File: config.mk
export PLATFORM = sky130hd
export DESIGN_NAME = supply_voltage_monitor_ctrl
export DESIGN_NICKNAME = d
export VERILOG_FILES = /design/src/design/svm_pkg.sv /design/src/design/supply_voltage_monitor_ctrl.sv
export VERILOG_INCLUDE_DIRS = /design/src /design/src/design
export SDC_FILE = /design/constraint.sdc
export NUM_CORES = 1
export LEC_CHECK = 0
export ABC_AREA = 0
export BUFFER_PORTS_ARGS = -buffer_cell sky130_fd_sc_hd__buf_4
export CORE_MARGIN = 1
export CORE_UTILIZATION = 45
export DETAILED_ROUTE_END_ITERATION = 12
export PLACE_DENSITY = 0.69
export REMOVE_ABC_BUFFERS = 1
export SETUP_SLACK_MARGIN = 0.4
export SKIP_CTS_REPAIR_TIMING = 1
export SYNTH_ARGS = -nofsm -noshare
export SYNTH_HDL_FRONTEND = slang
export SYNTH_SLANG_ARGS = --single-unit
File: constraint.sdc
create_clock -name clk -period 1.5 [get_ports clk]
set_input_delay 0.3 -clock clk [delete_from_list [all_inputs] [get_ports clk]]
set_output_delay 0.3 -clock clk [all_outputs]
set_load 0.005 [all_outputs]
File: src/design/svm_params.svh
/*
  Constants for the supply voltage monitor control block: register
  offsets, field positions and reset values. Assumes 8-bit register data
  and a 12-bit register address.
*/
`ifndef SVM_PARAMS_SVH
`define SVM_PARAMS_SVH
`define SVM_ADDR_W 12
`define SVM_DATA_W 8
`define SVM_CHANS 2
`define SVM_OFS_LVL 12'hfc6
`define SVM_OFS_MODE 12'hfc7
`define SVM_LVL_LSB 0
`define SVM_LIVE_BIT 2
`define SVM_STK_BIT 3
`define SVM_LVL_STRIDE 4
`define SVM_EN_BIT 0
`define SVM_MOD_BIT 1
`define SVM_MODE_STRIDE 2
`define SVM_RSV_LSB 4
`define SVM_LVL1_RST 2'h0
`define SVM_LVL2_RST 2'h2
`endif

File: src/design/svm_pkg.sv
/*
  Types for the supply voltage monitor control block. Assumes the
  constants header is on the include path.
*/
`include "svm_params.svh"
package svm_pkg;
  typedef enum logic [1:0] {
    LP_RUN = 2'h0,
    LP_IDLE_SLEEP = 2'h1,
    LP_STOP = 2'h3
  } lp_e;
  typedef struct packed {
    logic [`SVM_ADDR_W-1:0] addr;
    logic [`SVM_DATA_W-1:0] wdata;
    logic wr;
    logic rd;
  } reg_req_s;
  typedef struct packed {
    logic [1:0] sync1;
    logic [1:0] sync2;
    logic [1:0] sync3;
    logic [1:0] filt;
    logic [1:0] filt_prev;
    logic [1:0] en_prev;
    logic [1:0][1:0] lvl;
    logic [1:0] sticky;
    logic [1:0] live;
    logic [1:0] mode;
    logic [1:0] en;
    logic [1:0] rsv;
    logic [1:0] pend;
    logic irq;
    logic vrst;
    logic [`SVM_DATA_W-1:0] rdata;
  } state_s;
endpackage

File: src/design/supply_voltage_monitor_ctrl.sv
/*
  Digital control of a two-channel supply voltage monitor: threshold
  selects, enables, mode bits, sticky and live flags, shared interrupt
  pulse and detection reset. Assumes reset_n is driven only by power-on
  or external reset, comparator outputs are asynchronous, and the
  low-power state input comes from logic on clk.
*/
`timescale 1ns/1ns
`include "svm_params.svh"
module supply_voltage_monitor_ctrl
  import svm_pkg::*;
(
  // Clock and reset.
  input wire logic clk,
  input wire logic reset_n,
  // Register port.
  input wire reg_req_s req,
  output logic [`SVM_DATA_W-1:0] rdata,
  // Analog comparators.
  input wire logic [1:0] cmp_below,
  output logic [1:0] chan_monitor_on,
  output logic [1:0] chan1_threshold_sel,
  output logic [1:0] chan2_threshold_sel,
  // System control.
  input wire lp_e lp_state,
  output logic supply_low_irq,
  output logic vdet_reset
);

  // ----------------------------------------------------------------
  // State and decode
  // ----------------------------------------------------------------
  state_s q;
  state_s d;
  logic run;
  logic wr_lvl;
  logic wr_mode;
  logic rd_lvl;
  logic rd_mode;
  logic [1:0] ev;
  logic [1:0] set;
  logic [1:0] clr;
  logic [`SVM_DATA_W-1:0] r1;
  logic [`SVM_DATA_W-1:0] r2;

  function automatic logic reg_hit(input logic [`SVM_ADDR_W-1:0] a,
                                   input logic [`SVM_ADDR_W-1:0] ofs);
    reg_hit = (a == ofs);
  endfunction

  // ----------------------------------------------------------------
  // Next state
  // ----------------------------------------------------------------
  always_comb begin
    d = q;
    ev = '0;
    set = '0;
    clr = '0;
    r1 = '0;
    r2 = '0;
    run = (lp_state == LP_RUN);
    wr_lvl = req.wr && reg_hit(req.addr, `SVM_OFS_LVL);
    wr_mode = req.wr && reg_hit(req.addr, `SVM_OFS_MODE);
    rd_lvl = req.rd && reg_hit(req.addr, `SVM_OFS_LVL);
    rd_mode = req.rd && reg_hit(req.addr, `SVM_OFS_MODE);
    d.sync1 = cmp_below;
    d.sync2 = q.sync1;
    d.sync3 = q.sync2;
    d.filt_prev = q.filt;
    d.en_prev = q.en;
    for (int i = 0; i < `SVM_CHANS; i++) begin
      if (q.sync2[i] == q.sync3[i]) begin
        d.filt[i] = q.sync3[i];
      end
      set[i] = run && q.en[i] && q.filt[i];
      clr[i] = wr_lvl && !req.wdata[`SVM_STK_BIT + `SVM_LVL_STRIDE * i];
      d.sticky[i] = (q.sticky[i] && !clr[i]) || set[i];
      if (run) begin
        d.live[i] = q.en[i] && q.filt[i];
      end
      ev[i] = q.en[i] && !q.mode[i] &&
              ((q.filt[i] != q.filt_prev[i]) ||
               (!q.en_prev[i] && q.filt[i]));
      if (wr_lvl) begin
        d.lvl[i] = req.wdata[`SVM_LVL_LSB + `SVM_LVL_STRIDE * i +: 2];
      end
      if (wr_mode) begin
        d.en[i] = req.wdata[`SVM_EN_BIT + `SVM_MODE_STRIDE * i];
        d.mode[i] = req.wdata[`SVM_MOD_BIT + `SVM_MODE_STRIDE * i];
      end
      r1[`SVM_LVL_LSB + `SVM_LVL_STRIDE * i +: 2] = q.lvl[i];
      r1[`SVM_LIVE_BIT + `SVM_LVL_STRIDE * i] = q.live[i];
      r1[`SVM_STK_BIT + `SVM_LVL_STRIDE * i] = q.sticky[i];
      r2[`SVM_EN_BIT + `SVM_MODE_STRIDE * i] = q.en[i];
      r2[`SVM_MOD_BIT + `SVM_MODE_STRIDE * i] = q.mode[i];
    end
    if (wr_mode) begin
      d.rsv = req.wdata[`SVM_RSV_LSB +: 2];
    end
    r2[`SVM_RSV_LSB +: 2] = q.rsv;
    // shared interrupt deferred in low power
    if (run) begin
      d.irq = |(ev | q.pend);
      d.pend = '0;
    end else begin
      d.irq = 1'b0;
      d.pend = q.pend | ev;
    end
    d.vrst = |(q.en & q.mode & q.filt);
    if (rd_lvl) begin
      d.rdata = r1;
    end else if (rd_mode) begin
      d.rdata = r2;
    end else begin
      d.rdata = '0;
    end
  end

  // ----------------------------------------------------------------
  // Registers
  // ----------------------------------------------------------------
  // only the power-on or external reset clears
  always_ff @(posedge clk or negedge reset_n) begin
    if (!reset_n) begin
      q <= '0;
      q.lvl[0] <= `SVM_LVL1_RST;
      q.lvl[1] <= `SVM_LVL2_RST;
    end else begin
      q <= d;
    end
  end

  assign rdata = q.rdata;
  assign chan_monitor_on = q.en;
  assign chan1_threshold_sel = q.lvl[0];
  assign chan2_threshold_sel = q.lvl[1];
  assign supply_low_irq = q.irq;
  assign vdet_reset = q.vrst;

  // ----------------------------------------------------------------
  // Assertions
  // ----------------------------------------------------------------
  property p_sticky_set;
    @(posedge clk) disable iff (!reset_n)
    (run && q.en[0] && q.filt[0]) |=> q.sticky[0];
  endproperty
  a_sticky_set: assert property (p_sticky_set)
    else $error("sticky flag not set on detection");

  property p_no_sw_set;
    @(posedge clk) disable iff (!reset_n)
    $rose(q.sticky[1]) |-> $past(run && q.en[1] && q.filt[1]);
  endproperty
  a_no_sw_set: assert property (p_no_sw_set)
    else $error("sticky flag set without detection");

  property p_set_wins;
    @(posedge clk) disable iff (!reset_n)
    (set[0] && clr[0]) |=> q.sticky[0];
  endproperty
  a_set_wins: assert property (p_set_wins)
    else $error("clear beat a simultaneous detection");

  property p_live;
    @(posedge clk) disable iff (!reset_n)
    run |=> (q.live[1] == $past(q.en[1] && q.filt[1]));
  endproperty
  a_live: assert property (p_live)
    else $error("live status does not follow comparator");

  property p_lead;
    @(posedge clk) disable iff (!reset_n)
    $rose(q.live[0]) |-> ##[0:2] q.sticky[0];
  endproperty
  a_lead: assert property (p_lead)
    else $error("sticky flag lags live status too long");

  property p_enable_now;
    @(posedge clk) disable iff (!reset_n)
    (run && q.en[0] && !q.en_prev[0] && q.filt[0] && !q.mode[0])
      |=> supply_low_irq;
  endproperty
  a_enable_now: assert property (p_enable_now)
    else $error("no interrupt when enabled below threshold");

  property p_rst_mode;
    @(posedge clk) disable iff (!reset_n)
    (q.en[1] && q.mode[1] && q.filt[1]) |=> vdet_reset;
  endproperty
  a_rst_mode: assert property (p_rst_mode)
    else $error("detection reset missing while below");

  property p_irq_lp;
    @(posedge clk) disable iff (!reset_n)
    !run |=> !supply_low_irq;
  endproperty
  a_irq_lp: assert property (p_irq_lp)
    else $error("interrupt raised during low power");

  property p_hold_lp;
    @(posedge clk) disable iff (!reset_n)
    !run |=> $stable(q.live);
  endproperty
  a_hold_lp: assert property (p_hold_lp)
    else $error("live status changed during low power");

  property p_rsv_read;
    @(posedge clk) disable iff (!reset_n)
    rd_mode |=> (rdata[7:6] == 2'h0);
  endproperty
  a_rsv_read: assert property (p_rsv_read)
    else $error("upper mode register bits read nonzero");

  property p_sticky_hold;
    @(posedge clk) disable iff (!reset_n)
    (q.sticky[0] && !clr[0]) |=> q.sticky[0];
  endproperty
  a_sticky_hold: assert property (p_sticky_hold)
    else $error("sticky flag lost without a clear");

  property p_sticky_clr;
    @(posedge clk) disable iff (!reset_n)
    (clr[0] && !set[0]) |=> !q.sticky[0];
  endproperty
  a_sticky_clr: assert property (p_sticky_clr)
    else $error("sticky flag not cleared by a zero write");

  property p_sticky_set2;
    @(posedge clk) disable iff (!reset_n)
    (run && q.en[1] && q.filt[1]) |=> q.sticky[1];
  endproperty
  a_sticky_set2: assert property (p_sticky_set2)
    else $error("second sticky flag not set on detection");

  property p_no_sw_set1;
    @(posedge clk) disable iff (!reset_n)
    $rose(q.sticky[0]) |-> $past(run && q.en[0] && q.filt[0]);
  endproperty
  a_no_sw_set1: assert property (p_no_sw_set1)
    else $error("first sticky flag set without detection");

  property p_set_wins2;
    @(posedge clk) disable iff (!reset_n)
    (set[1] && clr[1]) |=> q.sticky[1];
  endproperty
  a_set_wins2: assert property (p_set_wins2)
    else $error("clear beat a simultaneous second detection");

  property p_live1;
    @(posedge clk) disable iff (!reset_n)
    run |=> (q.live[0] == $past(q.en[0] && q.filt[0]));
  endproperty
  a_live1: assert property (p_live1)
    else $error("first live status does not follow comparator");

  property p_lead2;
    @(posedge clk) disable iff (!reset_n)
    $rose(q.live[1]) |-> ##[0:2] q.sticky[1];
  endproperty
  a_lead2: assert property (p_lead2)
    else $error("second sticky flag lags live status too long");

  property p_enable_now2;
    @(posedge clk) disable iff (!reset_n)
    (run && q.en[1] && !q.en_prev[1] && q.filt[1] && !q.mode[1])
      |=> supply_low_irq;
  endproperty
  a_enable_now2: assert property (p_enable_now2)
    else $error("no interrupt when second channel enabled below");

  property p_rst_mode1;
    @(posedge clk) disable iff (!reset_n)
    (q.en[0] && q.mode[0] && q.filt[0]) |=> vdet_reset;
  endproperty
  a_rst_mode1: assert property (p_rst_mode1)
    else $error("detection reset missing for first channel");

  property p_vrst_off;
    @(posedge clk) disable iff (!reset_n)
    !(|(q.en & q.mode & q.filt)) |=> !vdet_reset;
  endproperty
  a_vrst_off: assert property (p_vrst_off)
    else $error("detection reset without a low supply");

  property p_crossing;
    @(posedge clk) disable iff (!reset_n)
    (run && q.en[0] && !q.mode[0] && (q.filt[0] != q.filt_prev[0]))
      |=> supply_low_irq;
  endproperty
  a_crossing: assert property (p_crossing)
    else $error("no interrupt on threshold crossing");

  property p_lvl_write;
    @(posedge clk) disable iff (!reset_n)
    wr_lvl |=> (chan1_threshold_sel == $past(req.wdata[1:0])) &&
      (chan2_threshold_sel == $past(req.wdata[5:4]));
  endproperty
  a_lvl_write: assert property (p_lvl_write)
    else $error("threshold select does not follow write");

  property p_mode_write;
    @(posedge clk) disable iff (!reset_n)
    wr_mode |=> (chan_monitor_on == $past({req.wdata[2], req.wdata[0]}));
  endproperty
  a_mode_write: assert property (p_mode_write)
    else $error("monitor enable does not follow write");

  c_irq: cover property (@(posedge clk) disable iff (!reset_n)
    supply_low_irq);
  c_vrst: cover property (@(posedge clk) disable iff (!reset_n)
    $rose(vdet_reset));
  c_race: cover property (@(posedge clk) disable iff (!reset_n)
    set[0] && clr[0]);
  c_pend: cover property (@(posedge clk) disable iff (!reset_n)
    !run && (|ev));
  c_enable_low: cover property (@(posedge clk) disable iff (!reset_n)
    q.en[1] && !q.en_prev[1] && q.filt[1]);

endmodule

==> results.txt <==
Worst path buffer plus inverter count -> 1
Die height -> 60.8 um
Power per Cell Area -> 873 nW/um^2
Worst slew pin tran -> 453 ps
RD Place Congestion -> 0.756
Initial Util -> 49.0%
Clk buf depth -> 2
Period utilisation layout -> 85.4%
Worst Path Max Fanout -> 3
Post-layout util -> 69.5%
Synth area leaders -> dfrtp_1 (59%), mux2_2 (7.2%), buf_4 (6.7%)
CTS Buf Count -> 5
Syn-to-layout area delta -> 41.8%
DR vias/cell -> 4.93
Tmin final -> 1280 ps
Synth top area share -> 59.4%
Post-DR wirelength/cell -> 14.8 um
All-Layer GR Usage -> 16.3%
Global-route wire length before repair -> 4170 um
DR DRC count -> 0
Top FF cell, synth -> dfrtp_1
Synth area leader -> dfrtp_1
Crit path largest cell delay -> 560 ps
Synth warn -> 0
Combinational Power Share -> 8.2%
Number of port buffers -> 42
Seq pwr share -> 55.1%
Final setup violation count -> 0
Initial antenna violation count -> 0
Number of synthesized flops with an enable pin -> 0
Cells along the critical path -> buf_6
Kind of critical path -> reg -> out
Clock share of power -> 36.7%
Synth async-reset ratio -> 100%
CTS tree -> built
CORE AREA -> 3180 sq um
Worst setup path startpoint -> chan2_threshold_sel[1]$_DFFE_PN1P_
Die Footprint -> 3700 sq um
VDD IR max -> 0.632 mV
CP Launch Type -> register
Grt ovf -> 0
# IOs -> 44
H-tree depth -> 2
Count of antenna-violating nets left after detailed routing -> 0
Clock sink count -> 38
Hold crit path type -> in -> reg
Sw Share -> 20.4%
Ant. Diodes -> 0
Worst Clk Skew -> 8.43 ps
Post-synthesis cell area -> 1560 sq um
CP delay by family, top -> flip-flops
First drt pass iteration count -> 4
Worst r2r src -> chan_monitor_on[0]$_DFFE_PN0P_
Die X -> 60.8 um
Total routed wirelength -> 3140 um
Final Max Tran Viols -> 0
F_max -> 0.781 GHz
Cell with the most instances after synthesis -> dfrtp_1
Share of cells above drive strength 1 -> 56.5%
Synth Register Bits -> 38
Mapped Cells -> 119
Slowest-stage cell, CP -> dfstp_2
Nature of the critical path endpoint -> output port
Vias in the first global route -> 941
Psw -> 0.000393 W
Slew margin rel. -> 69.8%
Status -> finished clean
Vias -> 1,045
Rows -> 20
WP data arrival -> 980 ps
Worst-Skew Late Latency -> 330 ps
Netlist cell types -> 24
Worst Path Required -> 1200 ps
Post-DP HPWL -> 2050 um
# nets final -> 195
Pin count of the biggest net entering global routing -> 39
Clock transition at the registers of the reported paths -> 110 ps
Most frequent cells after synthesis -> dfrtp_1 (37), buf_4 (14), nor2_1 (11), mux2_2 (10), mux2i_1 (6)
MaxCap Viol Count -> 0
Synth Area per Inst -> 13.1 sq um
Number of DRC markers in iteration 0 -> 50
Hold Vio Cnt, Final -> 0
Hold Path Origin -> cmp_below[1]
Root Driver -> clkbuf_4
Final Total Pwr -> 0.00193 W
Post-synthesis sequential area ratio -> 61.1%
Internal -> 0.00154 W
Lkg Pwr -> 1.03 nW
RSZ-0062 raised after global routing -> true
==> placed cells by master, fill, tap and decap left out, types with 2 or more instances in the layout <==
cell,instances
dfrtp_2,4
nor2_2,2
nand2_1,5
o21ai_0,2
a31oi_1,4
buf_4,33
a21oi_2,3
mux2i_1,6
nor2_4,2
clkbuf_4,5
maj3_1,2
nor4_4,2
mux2_4,9
buf_6,23
nor2_1,7
dfrtp_1,33
or2_4,2
inv_1,5
==> area by class of cell <==
cell class / instances / area (sq um)
clock buffer: 7 / 55.1
clock inverter: 1 / 30.0
fill: 228 / 968
inverter: 5 / 18.8
multi-input combinational: 60 / 577
sequential: 38 / 957
tap: 44 / 55.1
timing repair buffer: 57 / 517
==> per-layer routing <==
metal	up-vias	part of all wire [%]	GRT usage, %
met4	0	1.0	7.79
met1	518	42	20.9
met5	-	0	0
li1	491	-	-
met2	32	54	25.7
met3	4	3.3	4.69
==> final timing paths <==
path	to	slack, ps	cells after the start
worst max-delay path	chan2_threshold_sel[1]	220	1
worst min-delay path	d[35]$_DFF_PN0_	60	1
worst max register to register	supply_low_irq$_DFF_PN0_	400	4
worst min register to register	d[33]$_DFF_PN0_	370	0
max in group asynchronous	chan_monitor_on[1]$_DFFE_PN0P_	700	2
min in group asynchronous	d[35]$_DFF_PN0_	450	2
==> stage by stage <==
stage | hold WS, ps | setup TNS (ps) | cell area (sq um) | setup slack (ps) | cells
3_5_place_dp | 282 | -1830 | 1840 | -134 | 193
3_3_place_gp | 282 | -1460 | 1840 | -119 | 193
2_1_floorplan | 4.41 | 0 | 1440 | 21.3 | 103
5_1_grt | 30.9 | 0 | 2210 | 179 | 212
4_1_cts | -90.3 | 0 | 1930 | 182 | 201
6_report | 62.1 | 0 | 2210 | 219 | 212
==> sequential cells by signal (all words and copies together) (netlist names) <==
signal               flops
chan1_threshold_sel      2
rdata                    8
d                        6
supply_low_irq           1
chan_monitor_on          2
vdet_reset               1
q                       16
chan2_threshold_sel      2
==> power by group through the flow <==
stage | combinational [W] | clock [W] | sequential (W)
after global placement | 0.000120 | 0 | 0.00108
after detailed placement | 0.000123 | 0 | 0.00108
after floorplan | 0.0000351 | 0 | 0.00108
after global routing | 0.000173 | 0.000774 | 0.00107
final | 0.000159 | 0.000707 | 0.00106
after CTS | 0.000124 | 0.000718 | 0.00106
==> logic make-up (layout without fill, tap and decap cells) <==
logic type	count (synthesis)	in the layout	share of synthesized area (%)
buffers and inverters	21	70	8.59
flip-flops	38	38	61.1
multiplexers	16	16	11.1
AND/OR/NAND/NOR	30	30	13.2
AO/OA/AOI/OAI	12	12	4.74
adder cells (fa/ha/maj)	2	2	1.29
No activity file was read; power rests on OpenSTA's default activity.
